[config.mk]
export PLATFORM = sky130hd
export DESIGN_NAME = ocu_compare_unit
export DESIGN_NICKNAME = d
export VERILOG_FILES = /design/src/ocu_pkg.sv /design/src/ocu_compare_unit.sv /design/src/ocu_match_detect.sv
export SDC_FILE = /design/constraint.sdc
export NUM_CORES = 1
export LEC_CHECK = 0
export BUFFER_PORTS_ARGS = -buffer_cell sky130_fd_sc_hd__buf_2
export CORE_MARGIN = 1
export CORE_UTILIZATION = 31
export CTS_BUF_LIST = sky130_fd_sc_hd__clkbuf_16
export DETAILED_ROUTE_END_ITERATION = 8
export PLACE_DENSITY = 0.63
export SYNTH_ARGS = -nofsm -noshare
export SYNTH_HDL_FRONTEND = slang
export SYNTH_SLANG_ARGS = --single-unit
export TNS_END_PERCENT = 10
[constraint.sdc]
create_clock -name sys_clk_in -period 1.6 [get_ports sys_clk_in]
set_clock_uncertainty 0.2 [all_clocks]
set_input_delay 0.16 -clock sys_clk_in [delete_from_list [all_inputs] [get_ports sys_clk_in]]
set_output_delay 0.16 -clock sys_clk_in [all_outputs]
set_load 0.005 [all_outputs]
[src/ocu_pkg.sv]
// Constants, types and mode helpers for the timer output compare unit
package ocu_pkg;

    // Widths
    localparam int OCU_CNT_W = 16;
    localparam int OCU_BYTE_W = 8;

    // Reset values
    localparam logic [15:0] OCU_CMP_RESET   = 16'h0000;
    localparam logic [7:0]  OCU_TEMP_RESET  = 8'h00;
    localparam logic        OCU_STATE_RESET = 1'b0;

    // Compare output action encodings
    localparam logic [1:0] OCU_ACT_NONE   = 2'h0;
    localparam logic [1:0] OCU_ACT_TOGGLE = 2'h1;
    localparam logic [1:0] OCU_ACT_CLEAR  = 2'h2;
    localparam logic [1:0] OCU_ACT_SET    = 2'h3;

    // Waveform select codes that need special handling
    localparam logic [3:0] OCU_WGM_NORMAL   = 4'h0;
    localparam logic [3:0] OCU_WGM_CTC_A    = 4'h4;
    localparam logic [3:0] OCU_WGM_CTC_CAP  = 4'hc;
    localparam logic [3:0] OCU_WGM_RESERVED = 4'hd;
    localparam logic [3:0] OCU_WGM_PFC_CAP  = 4'h8;
    localparam logic [3:0] OCU_WGM_PFC_A    = 4'h9;
    localparam logic [3:0] OCU_WGM_FAST_8   = 4'h5;
    localparam logic [3:0] OCU_WGM_FAST_9   = 4'h6;
    localparam logic [3:0] OCU_WGM_FAST_10  = 4'h7;
    localparam logic [3:0] OCU_WGM_FAST_CAP = 4'he;
    localparam logic [3:0] OCU_WGM_FAST_A   = 4'hf;

    // CPU byte write strobes with their data
    typedef struct packed {
        logic       wr_high;
        logic       wr_low;
        logic [7:0] data;
    } ocu_cpu_wr_t;

    // Counter status seen by the compare unit
    typedef struct packed {
        logic        tick;
        logic        top;
        logic        bottom;
        logic [15:0] count;
    } ocu_cnt_stat_t;

    // Non-PWM modes are Normal, both clear-on-match modes and the reserved code
    function automatic logic ocu_is_pwm(input logic [3:0] wgm);
        ocu_is_pwm = !(wgm == OCU_WGM_NORMAL || wgm == OCU_WGM_CTC_A ||
                       wgm == OCU_WGM_CTC_CAP || wgm == OCU_WGM_RESERVED);
    endfunction

    // Single-slope PWM modes
    function automatic logic ocu_is_fast(input logic [3:0] wgm);
        ocu_is_fast = (wgm == OCU_WGM_FAST_8) || (wgm == OCU_WGM_FAST_9) ||
                      (wgm == OCU_WGM_FAST_10) ||
                      (wgm == OCU_WGM_FAST_CAP) || (wgm == OCU_WGM_FAST_A);
    endfunction

    // Phase and frequency correct modes reload at BOTTOM, the rest at TOP
    function automatic logic ocu_load_at_bottom(input logic [3:0] wgm);
        ocu_load_at_bottom = (wgm == OCU_WGM_PFC_CAP) ||
                             (wgm == OCU_WGM_PFC_A);
    endfunction

endpackage

[src/ocu_compare_unit.sv]
// Output compare channel of a 16-bit timer/counter
//
// Summary of operation
// - Compare full 16-bit count with compare value on every timer clock pulse.
// - Match flag is set one timer clock after the match.
// - Enabled flag requests interrupt; cleared on service or by writing one.
// - Output state from match, mode, action bits, TOP and BOTTOM.
// - Channel A active compare value may act as counter TOP.
// - Compare value double buffered in all twelve PWM modes only.
// - Buffered value moves to active register only at TOP or BOTTOM.
// - CPU reaches buffer when buffering, else active register directly.
// - Only CPU writes change compare value; high byte read is direct.
// - High byte goes to holding register; low write loads all 16 bits.
// - Non-PWM force strobe acts like match, no flag, no counter effect.
// - Counter write blocks any match in the following timer clock.
// - Counter written equal to variable TOP loses the TOP match.
// - Output state holds across waveform mode changes.
// - Action bits unbuffered; take effect at next match or force.
// - System reset clears the output state to zero.
// - Nonzero action overrides port data on pin; direction bit still rules.
// - Action zero leaves the output state unchanged on a match.
// - Action bits have no influence on input capture.
`timescale 1ns/1ns
module ocu_compare_unit
    import ocu_pkg::*;
#(
    parameter int CNT_W = OCU_CNT_W
) (
    // Clock and reset
    input  wire logic                sys_clk_in,
    input  wire logic                sys_rst_in,
    // Counter status from the timer core
    input  wire ocu_cnt_stat_t       cnt_stat_in,
    input  wire logic                count_write_in,
    // CPU side of the compare value
    input  wire ocu_cpu_wr_t         cpu_wr_in,
    input  wire logic                read_high_in,
    // Control bits
    input  wire logic [3:0]          waveform_select_in,
    input  wire logic [1:0]          compare_output_action_in,
    input  wire logic                force_compare_strobe_in,
    input  wire logic                compare_irq_enable_in,
    input  wire logic                flag_clear_write_in,
    input  wire logic                irq_ack_in,
    // Port pin controls
    input  wire logic                port_data_in,
    input  wire logic                output_pin_direction_bit_in,
    // Status and results
    output logic                     compare_match_flag_out,
    output logic                     irq_req_out,
    output logic                     match_out,
    output logic                     compare_output_state_out,
    output logic [CNT_W-1:0]         compare_value_reg_out,
    output logic [OCU_BYTE_W-1:0]    read_data_out,
    // Output pin
    output logic                     pin_out,
    output logic                     pin_oe_out
);

    // Registers
    logic [CNT_W-1:0]      active_q;
    logic [CNT_W-1:0]      buffer_q;
    logic [OCU_BYTE_W-1:0] temp_q;
    logic                  pend_flag_q;
    logic                  flag_q;
    logic                  flag_d;
    logic                  irq_q;
    logic                  match_q;
    logic                  state_q;
    logic                  state_d;
    logic                  down_q;
    logic                  pin_q;
    logic                  pin_oe_q;
    logic [OCU_BYTE_W-1:0] rd_q;

    // Decoded mode and events
    logic             pwm_mode;
    logic             fast_mode;
    logic             match;
    logic             reload;
    logic             force_hit;
    logic [CNT_W-1:0] cpu_word;
    logic [CNT_W-1:0] visible;

    // Mode decode shared by buffering, force and waveform logic
    assign pwm_mode  = ocu_is_pwm(waveform_select_in);
    assign fast_mode = ocu_is_fast(waveform_select_in);

    // The block sits beside the comparator so a counter write made while
    // the timer clock is stopped is still spent on the next pulse
    // 16-bit compare
    ocu_match_detect #(
        .WIDTH          (CNT_W)
    ) u_match (
        .sys_clk_in     (sys_clk_in),
        .sys_rst_in     (sys_rst_in),
        .count_in       (cnt_stat_in.count),
        .compare_in     (active_q),
        .tick_in        (cnt_stat_in.tick),
        .count_write_in (count_write_in),
        .equal_out      (),
        .match_out      (match)
    );

    assign cpu_word = {temp_q, cpu_wr_in.data};

    // Qualified by the tick so a TOP or BOTTOM level held between timer
    // pulses cannot copy the buffer more than once
    // reload point per mode
    assign reload = cnt_stat_in.tick &&
                    (ocu_load_at_bottom(waveform_select_in) ?
                     cnt_stat_in.bottom : cnt_stat_in.top);

    // A forced match in PWM would break the period, so it is ignored
    // force only outside PWM
    assign force_hit = force_compare_strobe_in && !pwm_mode;

    // A low write without a fresh high byte reuses the old one, so
    // software must always write the high byte first
    // holding register for the high byte
    always_ff @(posedge sys_clk_in) begin
        if (sys_rst_in) begin
            temp_q <= OCU_TEMP_RESET;
        end else if (cpu_wr_in.wr_high) begin
            temp_q <= cpu_wr_in.data;
        end
    end

    // Buffer register, written by the CPU only while buffering is on
    always_ff @(posedge sys_clk_in) begin
        if (sys_rst_in) begin
            buffer_q <= OCU_CMP_RESET;
        end else if (cpu_wr_in.wr_low && pwm_mode) begin
            buffer_q <= cpu_word;
        end
    end

    // Active compare register; the timer never writes it on its own.
    // A CPU write in the same cycle as a reload is taken by the buffer,
    // so the reload still moves the previous buffered value.
    always_ff @(posedge sys_clk_in) begin
        if (sys_rst_in) begin
            active_q <= OCU_CMP_RESET;
        end else if (cpu_wr_in.wr_low && !pwm_mode) begin
            active_q <= cpu_word;
        end else if (pwm_mode && reload) begin
            active_q <= buffer_q;
        end
    end

    // Registered match, also the TOP indication for channel A.
    // active value as counter TOP
    // blocked TOP match is not reported
    always_ff @(posedge sys_clk_in) begin
        if (sys_rst_in) begin
            match_q <= 1'b0;
        end else begin
            match_q <= match;
        end
    end

    // The pending bit holds a match until the next pulse, so a stopped
    // timer clock also holds back the flag
    // flag one timer clock late
    always_ff @(posedge sys_clk_in) begin
        if (sys_rst_in) begin
            pend_flag_q <= 1'b0;
        end else if (cnt_stat_in.tick) begin
            pend_flag_q <= match;
        end
    end

    always_comb begin
        flag_d = flag_q;
        if (flag_clear_write_in || (irq_ack_in && irq_q)) begin
            flag_d = 1'b0;
        end
        if (cnt_stat_in.tick && pend_flag_q) begin
            flag_d = 1'b1;
        end
    end

    // Flag and interrupt request registers
    always_ff @(posedge sys_clk_in) begin
        if (sys_rst_in) begin
            flag_q <= 1'b0;
            irq_q  <= 1'b0;
        end else begin
            flag_q <= flag_d;
            irq_q  <= flag_d && compare_irq_enable_in;
        end
    end

    // Count direction for dual-slope modes, learned from TOP and BOTTOM.
    // Limitation: after reset the count is taken as rising until the
    // first TOP pulse is seen.
    always_ff @(posedge sys_clk_in) begin
        if (sys_rst_in) begin
            down_q <= 1'b0;
        end else if (cnt_stat_in.tick && cnt_stat_in.top) begin
            down_q <= 1'b1;
        end else if (cnt_stat_in.tick && cnt_stat_in.bottom) begin
            down_q <= 1'b0;
        end
    end

    // Next output state. Action bits are read live, so a new setting
    // applies at the very next match or force with no buffering.
    // waveform generator
    always_comb begin
        state_d = state_q;
        if (!pwm_mode) begin
            if (match || force_hit) begin
                case (compare_output_action_in)
                    OCU_ACT_TOGGLE: state_d = !state_q;
                    OCU_ACT_CLEAR:  state_d = 1'b0;
                    OCU_ACT_SET:    state_d = 1'b1;
                    default:        state_d = state_q;
                endcase
            end
        end else if (compare_output_action_in[1]) begin
            // PWM: bit 0 of the action selects the inverted waveform
            if (fast_mode) begin
                if (match) begin
                    state_d = !compare_output_action_in[0];
                end else if (cnt_stat_in.tick && cnt_stat_in.top) begin
                    state_d = compare_output_action_in[0];
                end
            end else if (match) begin
                // Dual slope: level depends on the counting direction
                state_d = down_q ^ compare_output_action_in[0];
            end
        end
    end

    // Output compare state; no reset on mode change
    always_ff @(posedge sys_clk_in) begin
        if (sys_rst_in) begin
            state_q <= OCU_STATE_RESET;
        end else begin
            state_q <= state_d;
        end
    end

    // Pin driver. The next state is used so the pin follows the state
    // register in the same cycle rather than one cycle behind it.
    // Direction comes straight from the port bit; the action bits never
    // decide whether the pin drives.
    always_ff @(posedge sys_clk_in) begin
        if (sys_rst_in) begin
            pin_q    <= 1'b0;
            pin_oe_q <= 1'b0;
        end else begin
            pin_q    <= (compare_output_action_in != OCU_ACT_NONE) ?
                        state_d : port_data_in;
            pin_oe_q <= output_pin_direction_bit_in;
        end
    end

    // direct read of the visible register, no holding register
    assign visible = pwm_mode ? buffer_q : active_q;

    // Read data; the action bits feed nothing on the capture side.
    // There is no capture path in this block, so the action bits reach
    // only the waveform logic and the pin mux.
    // no capture influence
    always_ff @(posedge sys_clk_in) begin
        if (sys_rst_in) begin
            rd_q <= OCU_TEMP_RESET;
        end else if (read_high_in) begin
            rd_q <= visible[CNT_W-1 -: OCU_BYTE_W];
        end else begin
            rd_q <= visible[OCU_BYTE_W-1:0];
        end
    end

    // Outputs straight from flip-flops
    // No output has a combinational path from an input
    assign compare_match_flag_out   = flag_q;
    assign irq_req_out              = irq_q;
    assign match_out                = match_q;
    assign compare_output_state_out = state_q;
    assign compare_value_reg_out    = active_q;
    assign read_data_out            = rd_q;
    assign pin_out                  = pin_q;
    assign pin_oe_out               = pin_oe_q;

endmodule

[src/ocu_match_detect.sv]
// Equality comparator with match blocking after a counter write
`timescale 1ns/1ns
module ocu_match_detect #(
    parameter int WIDTH = 16
) (
    // Clock and reset
    input  wire logic             sys_clk_in,
    input  wire logic             sys_rst_in,
    // Compare operands
    input  wire logic [WIDTH-1:0] count_in,
    input  wire logic [WIDTH-1:0] compare_in,
    // Timer clock pulse and counter write strobe
    input  wire logic             tick_in,
    input  wire logic             count_write_in,
    // Results
    output logic                  equal_out,
    output logic                  match_out
);

    logic block_q;

    // Continuous full-width equality
    assign equal_out = (count_in == compare_in);

    // A match only counts on a timer clock pulse that is not blocked
    assign match_out = tick_in && equal_out && !block_q && !count_write_in;

    // Block armed by a counter write, kept even while the timer clock
    // is stopped, and spent on the next timer clock pulse
    always_ff @(posedge sys_clk_in) begin
        if (sys_rst_in) begin
            block_q <= 1'b0;
        end else if (count_write_in) begin
            block_q <= 1'b1;
        end else if (tick_in) begin
            block_q <= 1'b0;
        end
    end

endmodule

==> flow_results.xml, run 1 <==
<?xml version="1.0" encoding="UTF-8"?>
<metrics>
  <group name="clock_network">
    <metric name="cts.root.buffer_cell" unit="">sky130_fd_sc_hd__clkbuf_16</metric>
    <metric name="worstSkewPairLatency" unit="ps">330</metric>
    <metric name="clock_sinks" unit="">57</metric>
    <metric name="path_clk_slew" unit="ps">50</metric>
    <metric name="htree_levels" unit="">3</metric>
    <metric name="maximum_number_of_buffers_from_clock_root_to_sink" unit="">2</metric>
    <metric name="numCtsBuffers" unit="">9</metric>
    <metric name="cts_tree" unit="">done</metric>
  </group>
  <group name="floorplan">
    <metric name="die_w" unit="um">94.6</metric>
    <metric name="dieArea" unit="sq mm">0.00895</metric>
    <metric name="area_of_the_core" unit="sq mm">0.00826</metric>
    <metric name="fp-row-count" unit="">33</metric>
    <metric name="floorplan.die.height" unit="um">94.6</metric>
    <metric name="pin_count" unit="">75</metric>
    <metric name="initial_core_util" unit="%">32.2</metric>
  </group>
  <group name="global_routing">
    <metric name="grt_remaining_overflow" unit="">0</metric>
    <metric name="grt_most_used_layer" unit="">met2</metric>
    <metric name="grt_antenna_before_repair" unit="">0</metric>
    <metric name="first_global_vias" unit="">2221</metric>
    <metric name="global_route.usage.total" unit="%">16.3</metric>
    <metric name="groute.layer.met1.usage" unit="%">20.2</metric>
    <metric name="grt_use_met3" unit="%">5.72</metric>
    <metric name="grt_start_max_net_pins" unit="">17</metric>
    <metric name="grt.met2_usage" unit="%">26.0</metric>
    <metric name="first_pass_grt_wire_length" unit="um">10800</metric>
  </group>
  <group name="power_and_ir_drop">
    <metric name="totalPowerFinal" unit="mW">3.69</metric>
    <metric name="static_leakage" unit="nW">1.69</metric>
    <metric name="power-per-cell-area" unit="mW/mm^2">973</metric>
    <metric name="irDropWorstVdd" unit="mV">0.403</metric>
  </group>
  <group name="layout">
    <metric name="final_core_utilization" unit="%">46.0</metric>
    <metric name="regArea" unit="sq mm">0.00115</metric>
    <metric name="filler_cell_count" unit="">806</metric>
    <metric name="antenna_cells_inserted" unit="">0</metric>
    <metric name="layout-area-overhead-vs-synth" unit="%">42.9</metric>
    <metric name="fin_nets" unit="">435</metric>
    <metric name="multi_input_comb_area" unit="sq mm">0.00143</metric>
    <metric name="drive_gt1_share" unit="%">37.7</metric>
  </group>
  <group name="synthesis">
    <metric name="synth.top_cells.by_count" unit="">sky130_fd_sc_hd__dfxtp_1 (57), sky130_fd_sc_hd__nand2_1 (36), sky130_fd_sc_hd__nor2_1 (30)</metric>
    <metric name="synth_largest_area_cell" unit="">sky130_fd_sc_hd__dfxtp_1</metric>
    <metric name="netlist_top_cells_area" unit="">sky130_fd_sc_hd__dfxtp_1 (43%), sky130_fd_sc_hd__mux2i_1 (9.4%), sky130_fd_sc_hd__nand2_1 (5.1%)</metric>
    <metric name="synth_enable_flop_cells" unit="">0</metric>
    <metric name="synth_top_area_share" unit="%">42.9</metric>
    <metric name="ys.flop_type" unit="">sky130_fd_sc_hd__dfxtp_1</metric>
    <metric name="synthesized_flop_and_latch_total" unit="">57</metric>
    <metric name="syn_area_per_cell" unit="sq um">9.81</metric>
    <metric name="ys_types" unit="">42</metric>
    <metric name="synthesis.nets" unit="">316</metric>
    <metric name="synthMostInstantiatedCell" unit="">sky130_fd_sc_hd__dfxtp_1</metric>
    <metric name="yosysWarnings" unit="">0</metric>
    <metric name="postSynth.asyncResetShare" unit="%">0</metric>
    <metric name="mappedNetlistArea" unit="sq mm">0.00266</metric>
    <metric name="yosysSeqAreaShare" unit="%">42.9</metric>
    <metric name="synth_cells" unit="">271</metric>
  </group>
  <group name="worst_setup_path">
    <metric name="worst_endpoint_required_time" unit="ps">1600</metric>
    <metric name="path_buf_inv" unit="">1</metric>
    <metric name="crit_path_max_fanout" unit="">4</metric>
    <metric name="r2r_start" unit="">u_match.block_q$_SDFFE_PP0P_</metric>
    <metric name="type_of_element_capturing_the_critical_path" unit="">flip-flop</metric>
    <metric name="reg2reg_setup_slack" unit="ps">-140</metric>
    <metric name="cp_top_family" unit="">simple AND/OR/NAND/NOR gates</metric>
    <metric name="timing.critical_path.slowest_stage_cell" unit="">sky130_fd_sc_hd__or3_4</metric>
    <metric name="crit_path_max_incr_delay" unit="ps">380</metric>
    <metric name="r2r_end" unit="">compare_output_state_out$_SDFF_PP0_</metric>
    <metric name="timing.setup.critical_path_class" unit="">reg -&gt; reg</metric>
    <metric name="critical_path.startpoint_type" unit="">flip-flop</metric>
    <metric name="path_cells" unit="">or3_4 -&gt; nor3_4 -&gt; nand3_2 -&gt; buf_4 -&gt; a22oi_2 -&gt; a31oi_1</metric>
    <metric name="rr_worst_depth" unit="">6</metric>
    <metric name="cp.arrival" unit="ps">1740</metric>
  </group>
  <group name="outcome">
    <metric name="failed_checks" unit="">setup timing</metric>
    <metric name="status" unit="">complete, but fails checks</metric>
  </group>
  <group name="drt">
    <metric name="mean_number_of_vias_per_cell" unit="">4.85</metric>
    <metric name="post_drt_wl_per_cell" unit="um">13.9</metric>
    <metric name="routed_wl" unit="um">6910</metric>
    <metric name="remaining_drc_errors" unit="">0</metric>
    <metric name="total_number_of_vias" unit="">2416</metric>
    <metric name="drt_pre_antenna_iters" unit="">4</metric>
    <metric name="drt_first_iter_violations" unit="">66</metric>
    <metric name="drtAntennaViolNets" unit="">0</metric>
  </group>
  <group name="timing">
    <metric name="max_slew.worst_pin.slew" unit="ps">352</metric>
    <metric name="final.period_utilization" unit="%">109</metric>
    <metric name="setup-violations-final" unit="">4</metric>
    <metric name="finalMaxSlewViolations" unit="">0</metric>
    <metric name="grt_setup_unrepaired" unit="">true</metric>
    <metric name="finalWorstSetupSlack" unit="ps">-143</metric>
    <metric name="finalHoldViolCount" unit="">0</metric>
    <metric name="setup_total_negative_slack" unit="ps">-407</metric>
    <metric name="relSlewSlack" unit="%">76.6</metric>
    <metric name="period_minus_slack" unit="ps">1740</metric>
    <metric name="fmax" unit="MHz">574</metric>
  </group>
  <group name="run">
    <metric name="drv_cap" unit="">0</metric>
  </group>
  <group name="placed_design">
    <metric name="io_buffers" unit="">74</metric>
    <metric name="hpwlAfterDp" unit="um">4930</metric>
    <metric name="preCtsSetupSlack" unit="ps">-243</metric>
    <metric name="place.gp.congestion" unit="">0.750</metric>
  </group>
  <group name="worst_hold_path">
    <metric name="worst_hold_path_type" unit="">in -&gt; reg</metric>
    <metric name="min_to" unit="">compare_match_flag_out$_SDFF_PP0_</metric>
    <metric name="hold_path_depth" unit="">4</metric>
    <metric name="min-delay-start" unit="">flag_clear_write_in</metric>
  </group>
</metrics>
[state kept, by name, indices dropped and copies added, names as in the netlist, 8 cells and up]
register / count
buffer_q: 16
read_data_out: 8
compare_value_reg_out: 16
temp_q: 8
[power breakdown]
| part | internal (mW) | switching [mW] |
|---|---|---|
| Clock | 0.995 | 0.586 |
| Sequential | 1.50 | 0.0463 |
| Combinational | 0.309 | 0.262 |
[final cells by class]
class,instances,area share (%)
Clock inverter,5,0.494
Inverter,3,0.296
Timing Repair Buffer,125,22.0
Sequential cell,57,30.2
Multi-Input combinational cell,194,37.6
Tap cell,105,3.46
Clock buffer,9,5.93
[worst max-delay path by stage]
| stage | endpoint | start | slack (ps) | cells after the start |
|---|---|---|---|---|
| floorplan | compare_output_state_out$_SDFF_PP0_ | u_match.block_q$_SDFFE_PP0P_ | -90 | 5 |
| global placement | pin_out$_SDFF_PP0_ | compare_value_reg_out[6]$_SDFFE_PP0P_ | -210 | 6 |
| detailed placement | pin_out$_SDFF_PP0_ | compare_value_reg_out[6]$_SDFFE_PP0P_ | -240 | 6 |
| CTS | pin_out$_SDFF_PP0_ | compare_value_reg_out[14]$_SDFFE_PP0P_ | -160 | 6 |
| global route | compare_output_state_out$_SDFF_PP0_ | compare_value_reg_out[6]$_SDFFE_PP0P_ | -220 | 6 |
| finish | compare_output_state_out$_SDFF_PP0_ | u_match.block_q$_SDFFE_PP0P_ | -140 | 6 |
[repair_timing]
| action | CTS | global route |
|---|---|---|
| resized for setup | 9 | 4 |
| hold buffers | 13 | 0 |
| hold endpoints to repair | 28 | 0 |
| buffers inserted | 3 | 0 |
| pin swaps | 11 | 6 |
| endpoints found under the setup margin | 4 | 4 |
[worst min-delay path, stage by stage]
cell,delay (ps)
sky130_fd_sc_hd__buf_2,90
sky130_fd_sc_hd__inv_1,40
sky130_fd_sc_hd__a32oi_1,80
sky130_fd_sc_hd__nor2_1,110
[layer usage]
metal | share of wire [%] | routed length, um | up-vias
li1 | - | - | 1189
met1 | 46 | 3160 | 1148
met2 | 47 | 3240 | 68
met3 | 5.9 | 407 | 11
met4 | 1.5 | 107 | 0
met5 | 0 | 0 | -
[stage by stage]
stage / cells / hold slack (ps) / cell area (sq um)
floorplan: 271 / 77.4 / 2660
global placement: 468 / 160 / 3340
detailed placement: 468 / 166 / 3340
CTS: 498 / 14.9 / 3780
global route: 498 / 30.9 / 3800
finish: 498 / 10.6 / 3800
[cell usage in the layout (no fill, tap or decap), types with 2 or more instances in the layout]
| cell type | Yosys | final |
|---|---|---|
| sky130_fd_sc_hd__mux2i_1 | 25 | 25 |
| sky130_fd_sc_hd__buf_12 | 1 | 4 |
| sky130_fd_sc_hd__clkinv_1 | 0 | 2 |
| sky130_fd_sc_hd__mux4_2 | 5 | 5 |
| sky130_fd_sc_hd__a21oi_1 | 20 | 19 |
| sky130_fd_sc_hd__clkbuf_16 | 0 | 9 |
| sky130_fd_sc_hd__dlygate4sd3_1 | 0 | 13 |
| sky130_fd_sc_hd__nor3_4 | 2 | 3 |
| sky130_fd_sc_hd__xnor2_2 | 0 | 4 |
| sky130_fd_sc_hd__nand2_1 | 36 | 36 |
| sky130_fd_sc_hd__nor2_1 | 30 | 29 |
| sky130_fd_sc_hd__nor3_1 | 2 | 2 |
| sky130_fd_sc_hd__mux4_1 | 3 | 3 |
| sky130_fd_sc_hd__inv_1 | 2 | 5 |
| sky130_fd_sc_hd__xnor2_1 | 13 | 9 |
| sky130_fd_sc_hd__buf_2 | 2 | 74 |
| sky130_fd_sc_hd__nand2b_1 | 3 | 3 |
| sky130_fd_sc_hd__nand4_1 | 3 | 3 |
| sky130_fd_sc_hd__a211oi_1 | 16 | 16 |
| sky130_fd_sc_hd__nor2b_1 | 12 | 12 |
| sky130_fd_sc_hd__dfxtp_2 | 0 | 4 |
| sky130_fd_sc_hd__a31oi_1 | 2 | 2 |
| sky130_fd_sc_hd__xor2_1 | 4 | 4 |
| sky130_fd_sc_hd__dfxtp_1 | 57 | 53 |
| sky130_fd_sc_hd__buf_4 | 0 | 34 |
[cell families (layout without fill, tap and decap cells)]
| family | after synthesis | in the layout | synth area share (%) |
|---|---|---|---|
| AO/OA/AOI/OAI | 46 | 46 | 11.2 |
| flip-flops | 57 | 57 | 42.9 |
| AND/OR/NAND/NOR | 97 | 97 | 18.0 |
| buffers and inverters | 20 | 142 | 5.23 |
| multiplexers | 34 | 34 | 17.0 |
| XOR/XNOR | 17 | 17 | 5.60 |
Power figures use the tool's default switching activity.
==> inputs of run 2 (changes only) <==
Settings changed: CORE_UTILIZATION 31 to 30, PLACE_DENSITY 0.63 to 0.62.
==> run 2 against run 1 <==
The flow still finishes with violations (setup timing). Global-route usage about the same. Utilization up 0.62 points. Clock-buffer cell count unchanged. Sequential power about the same. Via count down 1.6%. Combinational power up 2%. Maximum frequency down 0.59%. Wire length up 3.4%. Sequential share of layout area down 0.84 points. Non-clock buffer count up 2. Cell count up 0.80%. First-iteration DRC count up 38%. Highest routed layer unchanged.
==> flow_results.xml, run 2 (synthesis gave the netlist of run 1 again) <==
<?xml version="1.0" encoding="UTF-8"?>
<metrics>
  <group name="outcome">
    <metric name="status" unit="">complete, but fails checks</metric>
    <metric name="failed_checks" unit="">setup timing</metric>
  </group>
  <group name="worst_setup_path">
    <metric name="cp.arrival" unit="ps">1810</metric>
    <metric name="crit_path_max_incr_delay" unit="ps">340</metric>
    <metric name="type_of_element_capturing_the_critical_path" unit="">flip-flop</metric>
    <metric name="path_cells" unit="">or3_4 -&gt; nor3_4 -&gt; nand3_2 -&gt; a211o_1 -&gt; a31oi_1</metric>
    <metric name="path_buf_inv" unit="">0</metric>
    <metric name="timing.setup.critical_path_class" unit="">reg -&gt; reg</metric>
    <metric name="cp_top_family" unit="">simple AND/OR/NAND/NOR gates</metric>
    <metric name="critical_path.startpoint_type" unit="">flip-flop</metric>
    <metric name="r2r_start" unit="">u_match.block_q$_SDFFE_PP0P_</metric>
    <metric name="timing.critical_path.slowest_stage_cell" unit="">sky130_fd_sc_hd__or3_4</metric>
    <metric name="worst_endpoint_required_time" unit="ps">1660</metric>
    <metric name="timing.critical_path.from" unit="">u_match.block_q$_SDFFE_PP0P_</metric>
    <metric name="crit_path_max_fanout" unit="">4</metric>
  </group>
  <group name="layout">
    <metric name="layout.cells.most_common" unit="">sky130_fd_sc_hd__buf_2</metric>
    <metric name="drive_gt1_share" unit="%">37.8</metric>
    <metric name="antenna_cells_inserted" unit="">0</metric>
    <metric name="commonest_cells_after_routing_fill_and_taps_aside" unit="">sky130_fd_sc_hd__buf_2 (74), sky130_fd_sc_hd__dfxtp_1 (53), sky130_fd_sc_hd__nand2_1 (36), sky130_fd_sc_hd__buf_4 (32), sky130_fd_sc_hd__nor2_1 (28)</metric>
    <metric name="layout-area-overhead-vs-synth" unit="%">47.0</metric>
    <metric name="fin_nets" unit="">437</metric>
    <metric name="final_core_utilization" unit="%">46.6</metric>
    <metric name="filler_cell_count" unit="">821</metric>
    <metric name="final_cells" unit="">502</metric>
  </group>
  <group name="timing">
    <metric name="grt_setup_unrepaired" unit="">true</metric>
    <metric name="setup-violations-final" unit="">4</metric>
    <metric name="fmax" unit="MHz">570</metric>
    <metric name="max_slew.worst_pin.slew" unit="ps">277</metric>
    <metric name="final.period_utilization" unit="%">110</metric>
    <metric name="period_minus_slack" unit="ps">1750</metric>
    <metric name="relSlewSlack" unit="%">81.0</metric>
    <metric name="finalHoldViolCount" unit="">0</metric>
    <metric name="finalWorstSetupSlack" unit="ps">-153</metric>
    <metric name="finalMaxSlewViolations" unit="">0</metric>
  </group>
  <group name="floorplan">
    <metric name="area_of_the_core" unit="sq mm">0.00838</metric>
    <metric name="dieArea" unit="sq mm">0.00924</metric>
    <metric name="die_w" unit="um">96.1</metric>
    <metric name="floorplan.die.height" unit="um">96.1</metric>
    <metric name="fp-row-count" unit="">33</metric>
    <metric name="pin_count" unit="">75</metric>
    <metric name="initial_core_util" unit="%">31.7</metric>
  </group>
  <group name="drt">
    <metric name="drtAntennaViolNets" unit="">0</metric>
    <metric name="drt_first_iter_violations" unit="">91</metric>
    <metric name="post_drt_wl_per_cell" unit="um">14.2</metric>
    <metric name="drt_pre_antenna_iters" unit="">6</metric>
    <metric name="remaining_drc_errors" unit="">0</metric>
    <metric name="total_number_of_vias" unit="">2377</metric>
    <metric name="routed_wl" unit="um">7140</metric>
    <metric name="mean_number_of_vias_per_cell" unit="">4.74</metric>
  </group>
  <group name="global_routing">
    <metric name="global_route.usage.total" unit="%">16.4</metric>
    <metric name="first_global_vias" unit="">2248</metric>
    <metric name="grt_start_max_net_pins" unit="">49</metric>
    <metric name="first_pass_grt_wire_length" unit="um">10900</metric>
    <metric name="grt_remaining_overflow" unit="">0</metric>
    <metric name="grt_antenna_before_repair" unit="">0</metric>
  </group>
  <group name="placed_design">
    <metric name="place.gp.congestion" unit="">0.748</metric>
    <metric name="hpwlAfterDp" unit="um">4930</metric>
    <metric name="placedCellCount" unit="">467</metric>
    <metric name="io_buffers" unit="">74</metric>
  </group>
  <group name="power_and_ir_drop">
    <metric name="static_leakage" unit="nW">1.73</metric>
    <metric name="irDropWorstVdd" unit="mV">0.511</metric>
    <metric name="power-per-cell-area" unit="mW/mm^2">1090</metric>
  </group>
  <group name="worst_hold_path">
    <metric name="min-delay-start" unit="">irq_ack_in</metric>
    <metric name="worst_hold_path_type" unit="">in -&gt; reg</metric>
  </group>
  <group name="clock_network">
    <metric name="maximum_number_of_buffers_from_clock_root_to_sink" unit="">2</metric>
    <metric name="numCtsBuffers" unit="">9</metric>
    <metric name="path_clk_slew" unit="ps">50</metric>
    <metric name="htree_levels" unit="">3</metric>
    <metric name="cts.root.buffer_cell" unit="">sky130_fd_sc_hd__clkbuf_16</metric>
    <metric name="clock_sinks" unit="">57</metric>
    <metric name="cts_tree" unit="">done</metric>
    <metric name="worstSkewPairLatency" unit="ps">330</metric>
  </group>
  <group name="run">
    <metric name="drv_cap" unit="">0</metric>
  </group>
</metrics>
-- run 2: changes by cell type in the layout (fill, tap and decap cells not counted), moves of 2 or more --
cell | previous run | this run
sky130_fd_sc_hd__xnor2_1 | 9 | 12
sky130_fd_sc_hd__bufinv_16 | 0 | 3
sky130_fd_sc_hd__buf_4 | 34 | 32
sky130_fd_sc_hd__xnor2_2 | 4 | 1
sky130_fd_sc_hd__inv_1 | 5 | 3
sky130_fd_sc_hd__dlygate4sd3_1 | 13 | 15
-- run 2: worst paths after layout --
check	end	slack, ps	cells after the start
worst max register to register	pin_out$_SDFF_PP0_	-150	5
worst min-delay path	compare_match_flag_out$_SDFF_PP0_	20	4
worst max-delay path	pin_out$_SDFF_PP0_	-150	5
worst min register to register	buffer_q[10]$_SDFFE_PP0P_	270	2
-- run 2: metal layers --
layer  share of wire, %  up-vias  global-route usage [%]
met5                  0        -                       0
met4                1.7        0                    7.84
met3                6.8       10                    5.13
met2                 48       87                    27.4
met1                 43     1088                    18.9
li1                   -     1192                       -
-- run 2: final cells by class --
type                    instances  area [sq um]  share of cell area (%)
well taps                     105           131                    3.36
clock buffers                   9           225                    5.76
clock inverters                 7           110                    2.82
flip-flops and latches         57          1150                    29.3
inverters                       3          11.3                   0.288
repair buffers                127           873                    22.4
multi-input cells             194          1410                    36.1
-- run 2: stage by stage --
stage,TNS (ps),worst slack (ps),cell area [sq um],power (mW),hold WS [ps]
2_1_floorplan,-1250,-88.6,2660,1.86,77.4
3_3_place_gp,-4000,-168,3350,2.10,160
3_5_place_dp,-4780,-194,3350,2.10,168
4_1_cts,-395,-147,3870,4.30,14.6
5_1_grt,-744,-274,3910,4.43,73.1
6_report,-357,-153,3910,4.28,24.6
-- run 2: what timing repair did --
| item | CTS | global route |
|---|---|---|
| endpoints found under the hold margin | 33 | 0 |
| buffers inserted | 2 | 1 |
| pin swaps | 4 | 6 |
| endpoints found under the setup margin | 2 | 5 |
| resized for setup | 4 | 8 |
| hold buffers | 16 | 0 |
-- run 2: power breakdown --
part / switching (mW) / total, mW / internal (mW)
Clock: 0.652 / 2.16 / 1.50
Combinational: 0.269 / 0.582 / 0.313
Sequential: 0.0449 / 1.54 / 1.49
-- run 2: worst reg2reg max path, cell delays in order (launching register included) --
cell and delay (ps):
sky130_fd_sc_hd__dfxtp_2 310, sky130_fd_sc_hd__or3_4 340, sky130_fd_sc_hd__nor3_4 210, sky130_fd_sc_hd__nand3_2 130
sky130_fd_sc_hd__a211o_1 330, sky130_fd_sc_hd__a31oi_1 160
